$ cat src/adcsq_pkg.sv
// Package: register map, field positions, reset values and enums
package adcsq_pkg;
  // Byte addresses of the registers (one aligned word each)
  localparam logic [7:0] ADDR_CTRL_0   = 8'h00;
  localparam logic [7:0] ADDR_CTRL_1   = 8'h04;
  localparam logic [7:0] ADDR_CTRL_2   = 8'h08;
  localparam logic [7:0] ADDR_CTRL_3   = 8'h0c;
  localparam logic [7:0] ADDR_TEST     = 8'h10;
  localparam logic [7:0] ADDR_IRQ      = 8'h14;
  localparam logic [7:0] ADDR_STATUS   = 8'h18;
  localparam logic [7:0] ADDR_RESULT_0 = 8'h20;
  localparam logic [7:0] ADDR_RESULT_7 = 8'h3c;

  // conv_ctrl_0 fields
  localparam int CH_LSB       = 0;
  localparam int MODE_LSB     = 3;
  localparam int TRIG_EN_BIT  = 5;
  localparam int START_BIT    = 6;
  localparam int CKSA_BIT     = 7;
  // conv_ctrl_1 fields
  localparam int CKSB_BIT     = 0;
  localparam int VREF_BIT     = 1;
  localparam int AMP_LSB      = 2;
  localparam int SCAN_LSB     = 4;
  // conv_ctrl_2 fields
  localparam int SMP_BIT      = 0;
  localparam int GRP_LSB      = 1;
  localparam int TRGSRC_LSB   = 3;
  // conv_ctrl_3 fields
  localparam int DMA_BIT      = 0;
  localparam int CKSC_BIT     = 1;

  localparam logic [7:0] CTRL_RST = 8'h00;

  // Last tick count of a conversion; a conversion lasts this plus one converter clock ticks
  localparam logic [5:0] CONV_TICKS = 6'h3b;

  // Operating modes
  localparam logic [1:0] MODE_ONESHOT = 2'h0;
  localparam logic [1:0] MODE_REPEAT  = 2'h1;
  localparam logic [1:0] MODE_SWEEP   = 2'h2;

  // Trigger sources
  localparam logic [1:0] TSRC_PIN  = 2'h0;
  localparam logic [1:0] TSRC_TMRB = 2'h1;
  localparam logic [1:0] TSRC_TMRA = 2'h2;

  typedef enum logic [2:0] {
    ADCSQ_IDLE = 3'b001,
    ADCSQ_ARM  = 3'b010,
    ADCSQ_CONV = 3'b100
  } adcsq_state_e;

  // Divider ratio minus one from the three select bits
  function automatic logic [2:0] div_code(input logic a, input logic b,
                                          input logic c);
    logic [2:0] r;
    r = 3'h0;
    if (c) begin
      r = b ? 3'h5 : 3'h7;
    end else begin
      unique case ({a, b})
        2'b00: r = 3'h3;
        2'b01: r = 3'h2;
        2'b10: r = 3'h1;
        2'b11: r = 3'h0;
      endcase
    end
    return r;
  endfunction
endpackage

$ cat src/adcsq_clkdiv.sv
// Converter clock tick generator
`timescale 1ns/100ps
module adcsq_clkdiv (
  input  wire logic       clk_sys,
  input  wire logic       rst,
  input  wire logic       ce,
  input  wire logic [2:0] ratio_m1,
  output logic            tick
);
  logic [2:0] cnt_reg;
  wire        wrap = (cnt_reg >= ratio_m1);

  // Free-running counter; tick marks one converter clock period
  always_ff @(posedge clk_sys) begin
    if (rst) begin
      cnt_reg <= 3'h0;
      tick    <= 1'b0;
    end else if (ce) begin
      cnt_reg <= wrap ? 3'h0 : cnt_reg + 3'h1;
      tick    <= wrap;
    end
  end
endmodule

$ cat src/adcsq_pinsel.sv
// Input pin selector: maps channel, amplifier path and port group to a pin
`timescale 1ns/100ps
module adcsq_pinsel (
  input  wire logic       clk_sys,
  input  wire logic       rst,
  input  wire logic       ce,
  input  wire logic       load,
  input  wire logic [2:0] channel,
  input  wire logic [1:0] amp_path,
  input  wire logic [1:0] port_group,
  output logic [4:0]      pin
);
  // Pins 0-4 base, 8-15 port A, 16-23 port B, 24/25 extended inputs
  wire       ext_sel = (amp_path == 2'h1) || (amp_path == 2'h2);
  wire [4:0] ext_pin = (amp_path == 2'h1) ? 5'h18 : 5'h19;
  wire [4:0] grp_pin = (port_group == 2'h0) ? {2'h0, channel} :
                       (port_group == 2'h1) ? {2'h1, channel} :
                                              {2'h2, channel};

  // Latched at conversion start so mid-conversion edits do not move it
  always_ff @(posedge clk_sys) begin
    if (rst) begin
      pin <= 5'h00;
    end else if (ce && load) begin
      pin <= ext_sel ? ext_pin : grp_pin;
    end
  end
endmodule

$ cat src/adcsq_top.sv
// Converter sequencer control with AXI4-Lite register slave
//
// Contract
// - Three select bits choose six converter clock divisors
// - Control rewrite mid-conversion may corrupt result
// - Sweep group select honoured only in sweep modes; here the group bits pick the port in every mode
// - DMA mode stores every result in first register
// - Result read during DMA may be undefined
// - One-shot converts once, repeat converts continuously
// - Start bit or selected trigger starts conversion; here a sweep mode code never starts one
// - Clearing start bit stops conversion in all modes
// - One-shot raises request at conversion completion
// - Repeat requests only when DMA mode enabled
// - Non-DMA results go to matching channel register; here extended pins 24/25 write result slots 0/1
// - Pin chosen from channel, amplifier, group fields
//
// Chosen here: the address map and the AXI4-Lite interface to the registers.
`timescale 1ns/100ps
module adcsq_top (
  input  wire logic        clk_sys,
  input  wire logic        rst,
  input  wire logic        ce,
  input  wire logic [7:0]  s_axi_awaddr,
  input  wire logic        s_axi_awvalid,
  output logic             s_axi_awready,
  input  wire logic [31:0] s_axi_wdata,
  input  wire logic [3:0]  s_axi_wstrb,
  input  wire logic        s_axi_wvalid,
  output logic             s_axi_wready,
  output logic [1:0]       s_axi_bresp,
  output logic             s_axi_bvalid,
  input  wire logic        s_axi_bready,
  input  wire logic [7:0]  s_axi_araddr,
  input  wire logic        s_axi_arvalid,
  output logic             s_axi_arready,
  output logic [31:0]      s_axi_rdata,
  output logic [1:0]       s_axi_rresp,
  output logic             s_axi_rvalid,
  input  wire logic        s_axi_rready,
  input  wire logic        ext_trigger_pin,
  input  wire logic        timer_b_irq,
  input  wire logic        timer_a_irq,
  input  wire logic [9:0]  core_result,
  output logic             core_sample,
  output logic [4:0]       core_pin,
  output logic             core_vref_on,
  output logic             conv_irq,
  output logic             dma_req
);
  //////////////////////////////////////////////////////////////////////////
  // Register storage
  logic [7:0]   ctrl0_reg;
  logic [7:0]   ctrl1_reg;
  logic [7:0]   ctrl2_reg;
  logic [7:0]   ctrl3_reg;
  logic [7:0]   test_reg;
  logic         irq_flag_reg;
  logic [9:0]   result_mem [0:7];
  adcsq_pkg::adcsq_state_e state_reg;
  logic [5:0]   tick_cnt_reg;
  logic         trig_pin_d_reg;
  logic         aw_hold_reg;
  logic         w_hold_reg;
  logic [7:0]   awaddr_reg;
  logic [31:0]  wdata_reg;
  logic [3:0]   wstrb_reg;

  //////////////////////////////////////////////////////////////////////////
  // Field decode
  wire [2:0] channel    = ctrl0_reg[adcsq_pkg::CH_LSB +: 3];
  wire [1:0] mode       = ctrl0_reg[adcsq_pkg::MODE_LSB +: 2];
  wire       trig_en    = ctrl0_reg[adcsq_pkg::TRIG_EN_BIT];
  wire       start_bit  = ctrl0_reg[adcsq_pkg::START_BIT];
  wire [1:0] amp_path   = ctrl1_reg[adcsq_pkg::AMP_LSB +: 2];
  wire [1:0] trg_src    = ctrl2_reg[adcsq_pkg::TRGSRC_LSB +: 2];
  wire [1:0] port_group = ctrl2_reg[adcsq_pkg::GRP_LSB +: 2];
  wire       dma_mode   = ctrl3_reg[adcsq_pkg::DMA_BIT];
  wire       is_sweep   = (mode == adcsq_pkg::MODE_SWEEP);
  // Sweep modes are not built here; the group bits select the port in every mode
  wire [1:0] eff_group  = port_group;
  wire [2:0] div_m1 = adcsq_pkg::div_code(
                        ctrl0_reg[adcsq_pkg::CKSA_BIT],
                        ctrl1_reg[adcsq_pkg::CKSB_BIT],
                        ctrl3_reg[adcsq_pkg::CKSC_BIT]);
  wire       tick;
  wire [4:0] pin_sel;

  //////////////////////////////////////////////////////////////////////////
  // Trigger selection; external pin triggers on a falling edge
  // The pin delay flop resets high, matching the idle level, so no false
  // falling edge is seen straight after reset
  wire pin_fall = trig_pin_d_reg && !ext_trigger_pin;
  wire hw_trig  = (trg_src == adcsq_pkg::TSRC_PIN)  ? pin_fall :
                  (trg_src == adcsq_pkg::TSRC_TMRB) ? timer_b_irq :
                  (trg_src == adcsq_pkg::TSRC_TMRA) ? timer_a_irq :
                                                      1'b0;
  // Sweep modes never start here, so a stray sweep code stays in the armed state
  wire go       = start_bit && !is_sweep &&
                  (!trig_en || hw_trig);

  //////////////////////////////////////////////////////////////////////////
  // Converter clock divider and pin selector
  // The divider runs free; a conversion may start anywhere in its period,
  // so its length varies by up to one converter clock
  adcsq_clkdiv u_div (
    .clk_sys  (clk_sys),
    .rst      (rst),
    .ce       (ce),
    .ratio_m1 (div_m1),
    .tick     (tick)
  );

  // Pin is captured whenever go is seen outside a conversion, in idle or armed
  wire load_pin = (state_reg != adcsq_pkg::ADCSQ_CONV) && go;

  adcsq_pinsel u_pin (
    .clk_sys    (clk_sys),
    .rst        (rst),
    .ce         (ce),
    .load       (load_pin),
    .channel    (channel),
    .amp_path   (amp_path),
    .port_group (eff_group),
    .pin        (pin_sel)
  );

  //////////////////////////////////////////////////////////////////////////
  // AXI4-Lite write path: address and data taken in either order
  // Only byte lane 0 carries register bits; upper lanes are ignored
  wire aw_take  = s_axi_awvalid && s_axi_awready;
  wire w_take   = s_axi_wvalid && s_axi_wready;
  wire aw_have  = aw_hold_reg || aw_take;
  wire w_have   = w_hold_reg || w_take;
  wire wr_fire  = aw_have && w_have && !s_axi_bvalid;
  wire [7:0]  wr_addr = aw_hold_reg ? awaddr_reg : s_axi_awaddr;
  wire [31:0] wr_data = w_hold_reg ? wdata_reg : s_axi_wdata;
  wire [3:0]  wr_strb = w_hold_reg ? wstrb_reg : s_axi_wstrb;
  wire        wr_lane = wr_fire && wr_strb[0];
  wire        wr_c0   = wr_lane && (wr_addr == adcsq_pkg::ADDR_CTRL_0);
  wire        wr_c1   = wr_lane && (wr_addr == adcsq_pkg::ADDR_CTRL_1);
  wire        wr_c2   = wr_lane && (wr_addr == adcsq_pkg::ADDR_CTRL_2);
  wire        wr_c3   = wr_lane && (wr_addr == adcsq_pkg::ADDR_CTRL_3);
  wire        wr_tst  = wr_lane && (wr_addr == adcsq_pkg::ADDR_TEST);
  wire        wr_irq  = wr_lane && (wr_addr == adcsq_pkg::ADDR_IRQ);
  wire        wr_ok   = (wr_addr <= adcsq_pkg::ADDR_IRQ) &&
                        (wr_addr[1:0] == 2'h0);

  always_ff @(posedge clk_sys) begin
    if (rst) begin
      aw_hold_reg   <= 1'b0;
      w_hold_reg    <= 1'b0;
      awaddr_reg    <= 8'h00;
      wdata_reg     <= 32'h0000_0000;
      wstrb_reg     <= 4'h0;
      s_axi_awready <= 1'b0;
      s_axi_wready  <= 1'b0;
      s_axi_bvalid  <= 1'b0;
      s_axi_bresp   <= 2'h0;
    end else if (ce) begin
      if (aw_take) begin
        awaddr_reg <= s_axi_awaddr;
      end
      if (w_take) begin
        wdata_reg <= s_axi_wdata;
        wstrb_reg <= s_axi_wstrb;
      end
      aw_hold_reg   <= aw_have && !wr_fire;
      w_hold_reg    <= w_have && !wr_fire;
      s_axi_awready <= !aw_have && !s_axi_bvalid && !wr_fire;
      s_axi_wready  <= !w_have && !s_axi_bvalid && !wr_fire;
      if (wr_fire) begin
        s_axi_bvalid <= 1'b1;
        s_axi_bresp  <= wr_ok ? 2'h0 : 2'h2;
      end else if (s_axi_bready) begin
        s_axi_bvalid <= 1'b0;
      end
    end
  end

  //////////////////////////////////////////////////////////////////////////
  // Conversion sequencer
  wire done      = (state_reg == adcsq_pkg::ADCSQ_CONV) && tick &&
                   (tick_cnt_reg == adcsq_pkg::CONV_TICKS);
  wire stop_sw   = wr_c0 && !wr_data[adcsq_pkg::START_BIT];
  wire one_shot  = (mode == adcsq_pkg::MODE_ONESHOT);
  // Software trigger in one-shot clears the start bit on completion
  wire self_clr  = done && one_shot && !trig_en;
  wire irq_event = done && (one_shot || dma_mode);

  always_ff @(posedge clk_sys) begin
    if (rst) begin
      state_reg    <= adcsq_pkg::ADCSQ_IDLE;
      tick_cnt_reg <= 6'h00;
      core_sample  <= 1'b0;
    end else if (ce) begin
      core_sample <= 1'b0;
      unique case (state_reg)
        adcsq_pkg::ADCSQ_IDLE: begin
          if (start_bit) begin
            state_reg <= adcsq_pkg::ADCSQ_ARM;
          end
        end
        adcsq_pkg::ADCSQ_ARM: begin
          if (!start_bit) begin
            state_reg <= adcsq_pkg::ADCSQ_IDLE;
          end else if (go) begin
            state_reg    <= adcsq_pkg::ADCSQ_CONV;
            tick_cnt_reg <= 6'h00;
            core_sample  <= 1'b1;
          end
        end
        adcsq_pkg::ADCSQ_CONV: begin
          if (!start_bit || stop_sw) begin
            state_reg <= adcsq_pkg::ADCSQ_IDLE;
          end else if (done) begin
            // Repeat mode rearms; one-shot waits for another start
            state_reg <= one_shot ? adcsq_pkg::ADCSQ_IDLE
                                  : adcsq_pkg::ADCSQ_ARM;
          end else if (tick) begin
            tick_cnt_reg <= tick_cnt_reg + 6'h01;
          end
        end
        default: begin
          state_reg <= adcsq_pkg::ADCSQ_IDLE;
        end
      endcase
    end
  end

  //////////////////////////////////////////////////////////////////////////
  // Control registers; a rewrite mid-conversion is accepted as is
  always_ff @(posedge clk_sys) begin
    if (rst) begin
      ctrl0_reg      <= adcsq_pkg::CTRL_RST;
      ctrl1_reg      <= adcsq_pkg::CTRL_RST;
      ctrl2_reg      <= adcsq_pkg::CTRL_RST;
      ctrl3_reg      <= adcsq_pkg::CTRL_RST;
      test_reg       <= adcsq_pkg::CTRL_RST;
      trig_pin_d_reg <= 1'b1;
    end else if (ce) begin
      trig_pin_d_reg <= ext_trigger_pin;
      if (wr_c0) begin
        ctrl0_reg <= wr_data[7:0];
      end else if (self_clr) begin
        ctrl0_reg[adcsq_pkg::START_BIT] <= 1'b0;
      end
      if (wr_c1) begin
        ctrl1_reg <= wr_data[7:0];
      end
      if (wr_c2) begin
        ctrl2_reg <= wr_data[7:0];
      end
      if (wr_c3) begin
        ctrl3_reg <= wr_data[7:0];
      end
      if (wr_tst) begin
        test_reg <= wr_data[7:0];
      end
    end
  end

  //////////////////////////////////////////////////////////////////////////
  // Interrupt request flag: a new event wins over a software clear
  always_ff @(posedge clk_sys) begin
    if (rst) begin
      irq_flag_reg <= 1'b0;
      conv_irq     <= 1'b0;
      dma_req      <= 1'b0;
      core_pin     <= 5'h00;
      core_vref_on <= 1'b0;
    end else if (ce) begin
      if (irq_event) begin
        irq_flag_reg <= 1'b1;
      end else if (wr_irq && !wr_data[0]) begin
        irq_flag_reg <= 1'b0;
      end
      conv_irq     <= irq_flag_reg;
      dma_req      <= irq_event && dma_mode;
      core_pin     <= pin_sel;
      core_vref_on <= ctrl1_reg[adcsq_pkg::VREF_BIT];
    end
  end

  //////////////////////////////////////////////////////////////////////////
  // Result storage; the array is not reset
  // Software must not trust a slot until a conversion has filled it
  wire [2:0] res_idx = dma_mode ? 3'h0 : pin_sel[2:0];

  always_ff @(posedge clk_sys) begin
    if (ce && done) begin
      result_mem[res_idx] <= core_result;
    end
  end

  //////////////////////////////////////////////////////////////////////////
  // AXI4-Lite read path; one cycle from address to data
  wire        ar_take = s_axi_arvalid && s_axi_arready;
  wire        rd_res  = (s_axi_araddr >= adcsq_pkg::ADDR_RESULT_0) &&
                        (s_axi_araddr <= adcsq_pkg::ADDR_RESULT_7);
  wire [7:0]  status  = {5'h00, state_reg};
  wire [31:0] rd_word =
    (s_axi_araddr == adcsq_pkg::ADDR_CTRL_0) ? {24'h0, ctrl0_reg} :
    (s_axi_araddr == adcsq_pkg::ADDR_CTRL_1) ? {24'h0, ctrl1_reg} :
    (s_axi_araddr == adcsq_pkg::ADDR_CTRL_2) ? {24'h0, ctrl2_reg} :
    (s_axi_araddr == adcsq_pkg::ADDR_CTRL_3) ? {24'h0, ctrl3_reg} :
    (s_axi_araddr == adcsq_pkg::ADDR_TEST)   ? {24'h0, test_reg} :
    (s_axi_araddr == adcsq_pkg::ADDR_IRQ)    ? {31'h0, irq_flag_reg} :
    (s_axi_araddr == adcsq_pkg::ADDR_STATUS) ? {24'h0, status} :
    rd_res ? {22'h0, result_mem[s_axi_araddr[4:2]]} :
    32'h0000_0000;
  wire        rd_ok   = rd_res || (s_axi_araddr <= adcsq_pkg::ADDR_STATUS)
                        && (s_axi_araddr[1:0] == 2'h0);

  always_ff @(posedge clk_sys) begin
    if (rst) begin
      s_axi_arready <= 1'b0;
      s_axi_rvalid  <= 1'b0;
      s_axi_rdata   <= 32'h0000_0000;
      s_axi_rresp   <= 2'h0;
    end else if (ce) begin
      s_axi_arready <= !s_axi_rvalid && !ar_take;
      if (ar_take) begin
        s_axi_rvalid <= 1'b1;
        s_axi_rdata  <= rd_ok ? rd_word : 32'h0000_0000;
        s_axi_rresp  <= rd_ok ? 2'h0 : 2'h2;
      end else if (s_axi_rready) begin
        s_axi_rvalid <= 1'b0;
      end
    end
  end
endmodule

$ cat config.mk
export PLATFORM = sky130hd
export DESIGN_NAME = adcsq_top
export DESIGN_NICKNAME = d
export VERILOG_FILES = /design/src/adcsq_pkg.sv /design/src/adcsq_clkdiv.sv /design/src/adcsq_pinsel.sv /design/src/adcsq_top.sv
export SDC_FILE = /design/constraint.sdc
export NUM_CORES = 1
export LEC_CHECK = 0
export BUFFER_PORTS_ARGS = -buffer_cell sky130_fd_sc_hd__buf_4
export CORE_ASPECT_RATIO = 1.25
export CORE_UTILIZATION = 30
export DETAILED_ROUTE_END_ITERATION = 6
export PLACE_DENSITY_LB_ADDON = 0.25
export RECOVER_POWER = 25
export SYNTH_ARGS = -nofsm -noshare
export SYNTH_HDL_FRONTEND = slang
export SYNTH_SLANG_ARGS = --single-unit
$ cat constraint.sdc
create_clock -name clk_sys -period 2.7 [get_ports clk_sys]
set_clock_uncertainty 0.1 [all_clocks]
set_input_delay 0.135 -clock clk_sys [delete_from_list [all_inputs] [get_ports clk_sys]]
set_output_delay 0.135 -clock clk_sys [all_outputs]
set_load 0.005 [all_outputs]
==> metrics.log, run 1 <==
INFO  metric postSynthAreaPerCell = 10.7 sq um
INFO  metric floorplan.die_area = 0.0288 sq mm
INFO  metric async_set_reset_flop_share_out_of_synthesis = 0
INFO  metric post-route-cell-area = between 0.01 and 0.015 sq mm
INFO  metric clockBufferDepth = 2
INFO  metric yosysWarningCount = 0
INFO  metric static-leakage-power = between 3 and 4 nW
INFO  metric final_layout_size_suffix_gt1_frac = 0.194
INFO  metric critPathKind = reg2reg
INFO  metric power_per_cell_area = between 500 and 600 mW/mm^2
INFO  metric synth_area = 0.00843 sq mm
INFO  metric die-height = about 190 um
INFO  metric vias_post_dr = 6250
INFO  metric ys_seq_elements = about 190
INFO  metric floorplan.core_area = 0.0277 sq mm
INFO  metric grt_overflow_total = 0
INFO  metric root_driver = sky130_fd_sc_hd__clkbuf_16
INFO  metric final_hold_viol_count = 0
INFO  metric violations_in_the_final_reports = DRC
INFO  metric gr-usage-all-layers = 0.156
INFO  metric final_nets = 988
INFO  metric clock.fmax = 401 MHz
INFO  metric area.growth.synth_to_final = 22.5%
INFO  metric first_global_vias = 6177
INFO  metric grt_start_max_net_pins = between 50 and 60
INFO  metric hold_wc_path_type = in2reg
INFO  metric numCtsBuffers = 17
INFO  metric cts.htree.levels = 4
INFO  metric post_dp_cell_area = ~0.0095 sq mm
INFO  metric outcome = complete, but fails checks
INFO  metric ant_nets = 0
INFO  metric grt_pass1_wl = 34400 um
INFO  metric maxCapViolCount = 0
INFO  metric critPathMaxFanout = 10
INFO  metric synth_commonest_cells = sky130_fd_sc_hd__dfxtp_1 (105), sky130_fd_sc_hd__nand2_1 (82), sky130_fd_sc_hd__edfxtp_1 (80)
INFO  metric post_drt_wl_per_cell = 17.0 um
INFO  metric port_buffers = 71
INFO  metric largest_registers = result_mem: 80 flops, s_axi_rdata: 10 flops
INFO  metric post-synth-top-count-cell = sky130_fd_sc_hd__dfxtp_1
INFO  metric antenna_found_initial = 0
INFO  metric wirelength_routed = 21700 um
INFO  metric final.setup.tns = 0 ps
INFO  metric post_cts.repair.setup_buffers = 0
INFO  metric yosysTopAreaCell = sky130_fd_sc_hd__edfxtp_1
INFO  metric cp_cell_sequence = ha_1, nand4_1, nor3b_1, and3_1, nand3b_1, nor3_1, buf_4
INFO  metric vdd.ir_drop.worst = 0.000382 V
INFO  metric relSlewSlack = 0.621
INFO  metric detail_route.first_pass.iterations = 7
INFO  metric critical-path-slowest-cell = sky130_fd_sc_hd__dfxtp_1
INFO  metric die_x = roughly 150 um
INFO  metric synth_seq_area_share = 0.534
INFO  metric final.period_utilization = 0.924
INFO  metric count_of_routing_violations_after_the_opening_detailed_route_iteration = between 400 and 500
INFO  metric max_stage_delay = 390 ps
INFO  metric fin_crit = 2490 ps
INFO  metric rsz_0062_raised_after_global_routing = false
INFO  metric setup_viol = 0
INFO  metric clkTransAtPathRegs = 80 ps
INFO  metric required = 2740 ps
INFO  metric worst_slew_pin_slew = roughly 570 ps
INFO  metric number_of_enable_flip_flop_cells_after_synthesis = 80
INFO  metric max_flop_register = result_mem
INFO  metric timing.critical_path.to_type = flop
INFO  metric route.detailed.vias_per_inst = a little under 5
INFO  metric io-pin-count = approximately 120
INFO  metric crit_path_start_kind = flop
INFO  metric arrival_time_at_the_worst_endpoint = about 2500 ps
INFO  metric synth.lib_cells_used.distinct = 73
INFO  metric drc = 20
INFO  metric row_count = 68
INFO  metric clk-insertion-delay-late = 440 ps
INFO  metric synth_top_area_share = 0.285
INFO  metric synthTopCellsByArea = sky130_fd_sc_hd__edfxtp_1 (28%), sky130_fd_sc_hd__dfxtp_1 (25%), sky130_fd_sc_hd__mux2i_1 (5.5%)
INFO  metric num_antenna_cells = 0
INFO  metric total_half_perimeter_wirelength_after_legalization_and_detailed_placement = 15300 um
INFO  metric tritoncts = done
INFO  metric initial_standard_cell_utilization_of_the_core = 0.305
INFO  metric cts_sinks = 185
INFO  metric ys.flop_type = sky130_fd_sc_hd__dfxtp_1
INFO  metric flip_flop_count_of_the_largest_register_all_copies_and_words_added = 80
INFO  metric gp_congestion = 0.775
INFO  metric netlist_instances = 791
INFO  metric timing_max_transition_violations_final = 0
==> worst max-delay path: cells and delay by family (launching register included) <==
| family | cells | cell delay [ps] |
|---|---|---|
| flops | 1 | 390 |
| simple gates | 5 | 1230 |
| buf+inv | 1 | 240 |
| fa+ha+maj | 1 | 210 |
==> through the flow <==
step | total power, mW | utilization | hold WS [ps] | cells | worst slack (ps)
2_1_floorplan | 3.26 | - | 134 | 814 | 133
3_3_place_gp | 3.40 | 0.342 | 261 | 1208 | 226
3_5_place_dp | 3.40 | 0.342 | 263 | 1208 | 207
4_1_cts | 5.91 | 0.375 | 13.7 | 1272 | 196
5_1_grt | 6.08 | 0.374 | 60.0 | 1272 | 22.9
6_report | 5.85 | 0.374 | 30.8 | 1272 | 205
==> worst paths after layout <==
path                                startpoint                          to  slack (ps)  depth (start not counted)
setup / recovery  tick_cnt_reg[0]$_SDFFE_PP0P_  result_mem[1][2]$_DFFE_PP_         210                          7
hold / removal                    s_axi_wvalid   s_axi_wready$_SDFFE_PP0P_          30                          4
setup reg to reg  tick_cnt_reg[0]$_SDFFE_PP0P_  result_mem[1][2]$_DFFE_PP_         210                          7
hold reg to reg      wdata_reg[2]$_SDFFE_PP0P_   wdata_reg[2]$_SDFFE_PP0P_         360                          2
==> per-layer routing <==
layer,share of wire,global-route usage,routed length [um]
met5,0,0,0
met4,0.027,0.0624,578
met3,0.037,0.0300,800
met2,0.49,0.266,10500
met1,0.45,0.194,9750
==> cell type report <==
type	instances	area, sq um
Clock buffer	17	425
Clock inverter	15	156
Fill cell	2758	17300
Inverter	20	75.1
Multi-Input combinational cell	544	3580
Sequential cell	185	4500
Tap cell	350	438
Timing Repair Buffer	141	1150
==> power breakdown <==
part	total [mW]	internal [mW]	switching (mW)	leakage (nW)
Clock	2.48	1.24	1.24	0.286
Sequential	2.94	2.93	0.0151	1.57
Combinational	0.420	0.187	0.233	1.78
==> cells in the final DEF, fill, tap and decap left out, drive strengths merged, types with 14 or more instances in the layout <==
cell type    Yosys  layout
dfxtp          105     105
nand3           14      14
conb             1      24
a21oi           56      56
buf             41      99
inv             19      29
nand2           82      82
mux2i           46      46
edfxtp          80      80
nor2            70      70
o21ai           39      39
dlygate4sd3      0      32
mux4            19      19
nand2b          34      34
clkbuf          24      27
==> cells by family after synthesis <==
logic type	after synthesis	synth area share
and+or+nand+nor	279	0.167
DFF	185	0.534
AOI/OAI and AO/OA	163	0.123
buffers and inverters	85	0.0527
muxes	69	0.111
adders and majority gates	6	0.00890
xor gates and xnor gates	3	0.00312
other	1	0.000445
==> repair_timing <==
action | CTS | global route
hold endpoints to repair | 101 | 0
hold buffers | 32 | 0
resized for setup | 0 | 1
setup endpoints to repair | 0 | 1
(Power assumes the default switching activity.)
==> run 2: changes to the inputs <==
--- a/config.mk
+++ b/config.mk
@@ -5,6 +5,7 @@
 export SDC_FILE = /design/constraint.sdc
 export NUM_CORES = 1
 export LEC_CHECK = 0
+export ABC_AREA = 1
 export BUFFER_PORTS_ARGS = -buffer_cell sky130_fd_sc_hd__buf_4
 export CORE_ASPECT_RATIO = 1.25
 export CORE_UTILIZATION = 30
==> run 2 against run 1 <==
  * The run still ends with DRC left
  * Routed wire length grew 1.3%
  * Global-route usage grew 0.25 points
  * Die area grew 1.0%
  * Worst hold slack lost 1.1 ps
  * Combinational power grew 7.9%
  * Sequential share of layout area shrank 0.074 points
  * Sequential power is essentially flat
  * First-iteration DRC count shrank 24%
  * Total power grew 3.8%
==> metrics.log, run 2 <==
INFO  metric synth_seq_area_share = 0.529 (-0.00533)
INFO  metric post_cts.repair.setup_buffers = 0 (unchanged)
INFO  metric static-leakage-power = 4.05 nW (+11%)
INFO  metric yosysTopAreaCell = sky130_fd_sc_hd__edfxtp_1
INFO  metric synth_simple_gate_area_share = 0.198 (+0.0314)
INFO  metric num-fill-cells = 2879 (+4.4%)
INFO  metric fin_crit = 2230 ps (-269 ps)
INFO  metric total_half_perimeter_wirelength_after_legalization_and_detailed_placement = 15400 um (+1.1%)
INFO  metric floorplan.core_area = 0.0277 sq mm (+0.31%)
INFO  metric post_dp_cell_area = 0.00942 sq mm (-0.50%)
INFO  metric row_count = 68 (unchanged)
INFO  metric post-route-cell-area = 0.0104 sq mm (+0.17%)
INFO  metric ys.flop_type = sky130_fd_sc_hd__dfxtp_1
INFO  metric arrival_time_at_the_worst_endpoint = 2270 ps (-260 ps)
INFO  metric timing.critical_path.to_type = flop
INFO  metric dominant_combinational_cell_family_by_area_after_synthesis = simple AND/OR/NAND/NOR gates
INFO  metric relSlewSlack = 0.551 (-0.0707)
INFO  metric final_nets = 1201 (+22%)
INFO  metric count_of_routing_violations_after_the_opening_detailed_route_iteration = 314 (-24%)
INFO  metric hold_wc_path_type = in2reg
INFO  metric crit_path_start_kind = flop
INFO  metric port_buffers = 71 (unchanged)
INFO  metric post-synth-top-count-cell = sky130_fd_sc_hd__nand2_1
INFO  metric final_layout_size_suffix_gt1_frac = 0.148 (-0.0461)
INFO  metric synth_compound_area_frac = 0.157 (+0.0337)
INFO  metric die-height = 190 um (+0.50%)
INFO  metric clkTransAtPathRegs = 80 ps (about the same)
INFO  metric synth.lib_cells_used.distinct = 49 (-33%)
INFO  metric required = 2740 ps (about the same)
INFO  metric timing_max_transition_violations_final = 0 (unchanged)
INFO  metric final.setup.tns = 0 ps (unchanged)
INFO  metric route.detailed.vias_per_inst = 4.63 (-5.8%)
INFO  metric io-pin-count = 123 (unchanged)
INFO  metric post_drt_wl_per_cell = 14.8 um (-13%)
INFO  metric maxCapViolCount = 0 (unchanged)
INFO  metric violations_in_the_final_reports = DRC
INFO  metric gp_congestion = 0.829 (+7.0%)
INFO  metric layout.area.seq = 0.00450 sq mm (unchanged)
INFO  metric first_global_vias = 6658 (+7.8%)
INFO  metric synthTopCellsByArea = sky130_fd_sc_hd__edfxtp_1 (28%), sky130_fd_sc_hd__dfxtp_1 (25%), sky130_fd_sc_hd__nand2_1 (9.7%)
INFO  metric multi_input_comb_area = 0.00323 sq mm (-10%)
INFO  metric leading_cell_type_in_the_layout_fill_and_taps_excluded = sky130_fd_sc_hd__nand2_1
INFO  metric ys_seq_elements = 185 (unchanged)
INFO  metric ant_nets = 0 (unchanged)
INFO  metric critPathMaxFanout = 7 (-3)
INFO  metric critical-path-slowest-cell = sky130_fd_sc_hd__dfxtp_1
INFO  metric wirelength_routed = 22000 um (+1.3%)
INFO  metric vdd.ir_drop.worst = 0.000399 V (+4.6%)
INFO  metric grt_start_max_net_pins = 53 (-10%)
INFO  metric initial_standard_cell_utilization_of_the_core = 0.307 (+0.00213)
INFO  metric critical-path-top-delay-family = simple AND/OR/NAND/NOR gates
INFO  metric synth_top_area_share = 0.282 (-0.00285)
INFO  metric clock.fmax = 449 MHz (+12%)
INFO  metric vias_post_dr = 6873 (+10%)
INFO  metric mostFrequentLayoutCells = sky130_fd_sc_hd__nand2_1 (221), sky130_fd_sc_hd__inv_1 (127), sky130_fd_sc_hd__a21oi_1 (116), sky130_fd_sc_hd__dfxtp_1 (105), sky130_fd_sc_hd__buf_4 (88)
INFO  metric final_hold_viol_count = 0 (unchanged)
INFO  metric max_flop_register = result_mem
INFO  metric cts_sinks = 185 (unchanged)
INFO  metric async_set_reset_flop_share_out_of_synthesis = 0 (unchanged)
INFO  metric flip_flop_count_of_the_largest_register_all_copies_and_words_added = 80 (unchanged)
INFO  metric number_of_enable_flip_flop_cells_after_synthesis = 80 (unchanged)
INFO  metric largest_registers = result_mem: 80 flops, s_axi_rdata: 10 flops
INFO  metric detail_route.first_pass.iterations = 7 (unchanged)
INFO  metric outcome = complete, but fails checks
INFO  metric synth_fa_ha_area_frac = 0.00881 (-0.0000889)
INFO  metric max_stage_delay = 360 ps (-30 ps)
INFO  metric antenna_found_initial = 0 (unchanged)
INFO  metric synth_area = 0.00852 sq mm (+1.0%)
INFO  metric grt_overflow_total = 0 (unchanged)
INFO  metric path_buf_inv = 2 (+1)
INFO  metric area.growth.synth_to_final = 21.5%
INFO  metric drc = 6 (-70%)
INFO  metric postCtsResizedCells = 0 (unchanged)
INFO  metric post_synth_mux_area_share = 0 (-0.111)
INFO  metric die_x = 153 um (+0.50%)
INFO  metric tritoncts = done
INFO  metric synth_commonest_cells = sky130_fd_sc_hd__nand2_1 (221), sky130_fd_sc_hd__inv_1 (127), sky130_fd_sc_hd__a21oi_1 (116)
INFO  metric root_driver = sky130_fd_sc_hd__clkbuf_16
INFO  metric num_antenna_cells = 0 (unchanged)
INFO  metric numCtsBuffers = 17 (unchanged)
INFO  metric clk-insertion-delay-late = 440 ps (about the same)
INFO  metric rsz_0062_raised_after_global_routing = false
INFO  metric final.period_utilization = 0.824 (-0.0997)
INFO  metric setup_viol = 0 (unchanged)
INFO  metric gr-usage-all-layers = 0.158 (+0.00249)
INFO  metric synthXorXnorAreaFrac = 0.00411 (+0.000997)
INFO  metric cp_cell_sequence = ha_1, nand2_1, nor3_1, nand3_1, inv_1, nand2_1, nor3_1, buf_4
INFO  metric clockBufferDepth = 2 (unchanged)
INFO  metric grt_pass1_wl = 35500 um (+3.1%)
INFO  metric power.total = 6.07 mW (+3.8%)
INFO  metric cts.htree.levels = 4 (unchanged)
INFO  metric floorplan.die_area = 0.0291 sq mm (+1.0%)
INFO  metric postSynthAreaPerCell = 8.43 sq um (-21%)
INFO  metric power_per_cell_area = 586 mW/mm^2 (+3.6%)
INFO  metric yosysWarningCount = 0 (unchanged)
INFO  metric critPathKind = reg2reg
INFO  metric worst_slew_pin_slew = 672 ps (+104 ps)
INFO  metric netlist_instances = 1011 (+28%)
## run 2: routing by layer
| metal | GRT usage | share of wire |
|---|---|---|
| met5 | 0 | 0 |
| met2 | 0.282 | 0.50 |
| met4 | 0.0524 | 0.016 |
| met1 | 0.193 | 0.45 |
| met3 | 0.0261 | 0.030 |
## run 2: cell families (layout without fill, tap and decap cells)
group	after synthesis	in the layout
compound gates	241	241
xor+xnor	4	4
fa+ha+maj	6	6
buf+inv	195	296
flops	185	185
other cells	1	24
simple gates	379	379
## run 2: layout make-up
class	count	area share
Clock buffer	17	0.0411
Clock inverter	15	0.0207
Inverter	133	0.0482
Multi-Input combinational cell	654	0.312
Sequential cell	185	0.435
Tap cell	350	0.0423
Timing Repair Buffer	131	0.101
## run 2: worst paths after layout
| kind | from | to | slack, ps | cells past startpoint |
|---|---|---|---|---|
| worst max-delay path | tick_cnt_reg[1]$_SDFFE_PP0P_ | result_mem[2][0]$_DFFE_PP_ | 470 | 8 |
| worst min-delay path | ce | core_pin[2]$_SDFFE_PP0P_ | 30 | 2 |
| worst max register to register | tick_cnt_reg[1]$_SDFFE_PP0P_ | result_mem[2][0]$_DFFE_PP_ | 470 | 8 |
| worst min register to register | wdata_reg[3]$_SDFFE_PP0P_ | wdata_reg[3]$_SDFFE_PP0P_ | 340 | 2 |
## run 2: repair_timing
item | in CTS | in global routing
hold endpoints to repair | 106 | 0
endpoints found under the setup margin | 0 | 0
hold buffers | 33 | 0
## run 2: power by group
group / internal (mW) / switching [mW] / total [mW]
logic: 0.180 / 0.273 / 0.453
registers: 2.94 / 0.0248 / 2.97
clock network: 1.43 / 1.22 / 2.65
total: 4.55 / 1.51 / 6.07
## run 2: stage by stage
stage,setup WS (ps),util,std cells,hold WS [ps]
floorplan,376,-,1034,134
global placement,486,0.339,1420,270
detailed placement,489,0.339,1420,273
CTS,463,0.374,1485,16.1
global route,123,0.373,1485,35.2
finish,475,0.373,1485,29.7
==> run 3: changes to the inputs <==
==> constraint.sdc (replaced) <==
create_clock -name clk_sys -period 2.05 [get_ports clk_sys]
set_clock_uncertainty 0.1 [all_clocks]
set_input_delay 0.1025 -clock clk_sys [delete_from_list [all_inputs] [get_ports clk_sys]]
set_output_delay 0.1025 -clock clk_sys [all_outputs]
set_load 0.005 [all_outputs]
==> run 3 against run 2 <==
  * The flow still finishes with violations (DRC)
  * Core utilization up 1.2 points
  * Fmax up 17%
  * Global-route usage up 0.11 points
  * Combinational power up 43%
  * Via count up 2.1%
  * Design area up 3.3%
  * Total power up 30%
  * Die area unchanged
==> metrics.log, run 3 (synthesis results as in run 2) <==
INFO  metric io-pin-count = 123 (unchanged)
INFO  metric die-height = 190 um (unchanged)
INFO  metric max_stage_delay = 350 ps (about the same)
INFO  metric hold_wc_path_type = in2reg
INFO  metric first_global_vias = 6847 (+2.8%)
INFO  metric power.total = 7.88 mW (+30%)
INFO  metric timing_max_transition_violations_final = 0 (unchanged)
INFO  metric instances_no_fill = 1525 (+2.7%)
INFO  metric final_hold_viol_count = 0 (unchanged)
INFO  metric power_per_cell_area = 737 mW/mm^2 (+26%)
INFO  metric detail_route.first_pass.iterations = 7 (unchanged)
INFO  metric static-leakage-power = 4.24 nW (+4.8%)
INFO  metric relSlewSlack = 0.456 (-0.0949)
INFO  metric antenna_found_initial = 0 (unchanged)
INFO  metric final_layout_size_suffix_gt1_frac = 0.184 (+0.0358)
INFO  metric gp_congestion = 0.799 (-3.6%)
INFO  metric rrSetupSlack = 140 ps (-330 ps)
INFO  metric clockBufferDepth = 2 (unchanged)
INFO  metric fin_crit = 1910 ps (-320 ps)
INFO  metric r2r.worst_path.cells = 7 (-1)
INFO  metric cts_sinks = 185 (unchanged)
INFO  metric floorplan.core_area = 0.0277 sq mm (unchanged)
INFO  metric hold_path_startpoint = rst
INFO  metric final_nets = 1241 (+3.3%)
INFO  metric timing.rr.end = result_mem[6][2]$_DFFE_PP_
INFO  metric grt_start_max_net_pins = 29 (-45%)
INFO  metric floorplan.die_area = 0.0291 sq mm (unchanged)
INFO  metric crit_path_start_kind = flop
INFO  metric flip_flop_count_of_the_largest_register_all_copies_and_words_added = 80 (unchanged)
INFO  metric clock.fmax = 525 MHz (+17%)
INFO  metric violations_in_the_final_reports = DRC
INFO  metric required = 2100 ps (-640 ps)
INFO  metric critical-path-slowest-cell = sky130_fd_sc_hd__dfxtp_2
INFO  metric area.growth.synth_to_final = 25.5%
INFO  metric port_buffers = 71 (unchanged)
INFO  metric leading_cell_type_in_the_layout_fill_and_taps_excluded = sky130_fd_sc_hd__nand2_1
INFO  metric largest_registers = result_mem: 80 flops, s_axi_rdata: 10 flops
INFO  metric drc = 10 (+4)
INFO  metric cts.htree.levels = 4 (unchanged)
INFO  metric clkTransAtPathRegs = 70 ps (about the same)
INFO  metric setup_viol = 0 (unchanged)
INFO  metric startpoint = state_reg[2]$_SDFFE_PP0P_
INFO  metric critPathKind = reg2reg
INFO  metric row_count = 68 (unchanged)
INFO  metric route.detailed.vias_per_inst = 4.60 (-0.54%)
INFO  metric mostFrequentLayoutCells = sky130_fd_sc_hd__nand2_1 (219), sky130_fd_sc_hd__inv_1 (125), sky130_fd_sc_hd__buf_4 (120), sky130_fd_sc_hd__a21oi_1 (116), sky130_fd_sc_hd__dfxtp_1 (102)
INFO  metric root_driver = sky130_fd_sc_hd__clkbuf_16
INFO  metric maxCapViolCount = 0 (unchanged)
INFO  metric wirelength_routed = 22500 um (+2.5%)
INFO  metric max_flop_register = result_mem
INFO  metric count_of_routing_violations_after_the_opening_detailed_route_iteration = 373 (+19%)
INFO  metric outcome = complete, but fails checks
INFO  metric numCtsBuffers = 17 (unchanged)
INFO  metric path_buf_inv = 3 (+1)
INFO  metric die_x = 153 um (unchanged)
INFO  metric timing.critical_path.to_type = flop
INFO  metric arrival_time_at_the_worst_endpoint = 1950 ps (-320 ps)
INFO  metric total_half_perimeter_wirelength_after_legalization_and_detailed_placement = 16300 um (+5.4%)
INFO  metric tritoncts = done
INFO  metric dp.cells = 1454 (+2.4%)
INFO  metric final.period_utilization = 0.930 (+0.105)
INFO  metric num_antenna_cells = 0 (unchanged)
INFO  metric worstHoldPathCells = 3 (+1)
INFO  metric grt_overflow_total = 0 (unchanged)
INFO  metric critical-path-top-delay-family = simple AND/OR/NAND/NOR gates
INFO  metric gr-usage-all-layers = 0.159 (+0.00114)
INFO  metric final.setup.tns = 0 ps (unchanged)
INFO  metric min_delay_worst_endpoint = trig_pin_d_reg$_SDFFE_PP1P_
INFO  metric post_drt_wl_per_cell = 14.8 um (-0.18%)
INFO  metric ant_nets = 0 (unchanged)
INFO  metric clk-insertion-delay-late = 440 ps (about the same)
INFO  metric grt_pass1_wl = 35700 um (+0.64%)
INFO  metric vdd.ir_drop.worst = 0.000493 V (+24%)
INFO  metric critPathMaxFanout = 5 (-2)
INFO  metric initial_standard_cell_utilization_of_the_core = 0.307 (unchanged)
INFO  metric worst_slew_pin_slew = 808 ps (+136 ps)
INFO  metric cp_cell_sequence = inv_2, nor3_4, nand3_1, inv_2, nand2_2, nor3_4, buf_6
INFO  metric r2r-start = state_reg[2]$_SDFFE_PP0P_
INFO  metric vias_post_dr = 7020 (+2.1%)
-- run 3: changes by cell type in the layout (fill, tap and decap cells not counted), sizes merged --
cell         delta
buf            +36
dlygate4sd3     +4
clkinv          -3
inv             +3
bufinv          -1
clkinvlp        +1
-- run 3: timing repair --
item	4_1_cts	5_1_grt
buffers inserted	0	1
hold buffers	37	0
endpoints found under the hold margin	108	0
setup endpoints to repair	0	88
gates resized for setup	0	22
-- run 3: layer usage --
metal  GRT usage  vias up  routed length (um)
met4      0.0587        0                 456
met2       0.282      165               11300
li1            -     3602                   -
met1       0.192     3227                9920
met5           0        -                   0
met3      0.0293       26                 838
-- run 3: worst max-delay path by stage --
stage	end	slack [ps]	depth (start not counted)
5_1_grt	state_reg[1]$_SDFFE_PP0P_	-10	11
3_3_place_gp	result_mem[7][5]$_DFFE_PP_	70	8
3_5_place_dp	result_mem[6][5]$_DFFE_PP_	10	8
2_1_floorplan	result_mem[2][0]$_DFFE_PP_	-270	7
6_report	result_mem[6][2]$_DFFE_PP_	140	7
4_1_cts	result_mem[6][2]$_DFFE_PP_	10	8
-- run 3: final cells by class --
cell class	instances	area, sq um
tap	350	438
multi-input combinational	654	3270
sequential	185	4510
fill	2834	17000
inverter	133	499
clock inverter	15	170
timing repair buffer	171	1380
clock buffer	17	425
-- run 3: stage by stage --
| step | area (sq um) | setup WS [ps] | util | hold WS (ps) |
|---|---|---|---|---|
| 2_1_floorplan | 8610 | -265 | - | 101 |
| 3_3_place_gp | 9690 | 66.0 | 0.349 | 247 |
| 3_5_place_dp | 9690 | 9.73 | 0.349 | 249 |
| 4_1_cts | 10700 | 10.5 | 0.384 | 46.5 |
| 5_1_grt | 10700 | -11.0 | 0.386 | 93.5 |
| 6_report | 10700 | 144 | 0.386 | 63.4 |
-- run 3: worst reg2reg max path, stage by stage (launching register included) --
cell and delay [ps]:
sky130_fd_sc_hd__dfxtp_2 350, sky130_fd_sc_hd__inv_2 70, sky130_fd_sc_hd__nor3_4 280, sky130_fd_sc_hd__nand3_1 130, sky130_fd_sc_hd__inv_2 120, sky130_fd_sc_hd__nand2_2 100
sky130_fd_sc_hd__nor3_4 280, sky130_fd_sc_hd__buf_6 190
-- run 3: power breakdown --
part           total [mW]  internal, mW  switching [mW]
registers            3.90          3.88          0.0245
logic               0.648         0.268           0.380
clock network        3.33          1.75            1.58
total                7.88          5.89            1.99
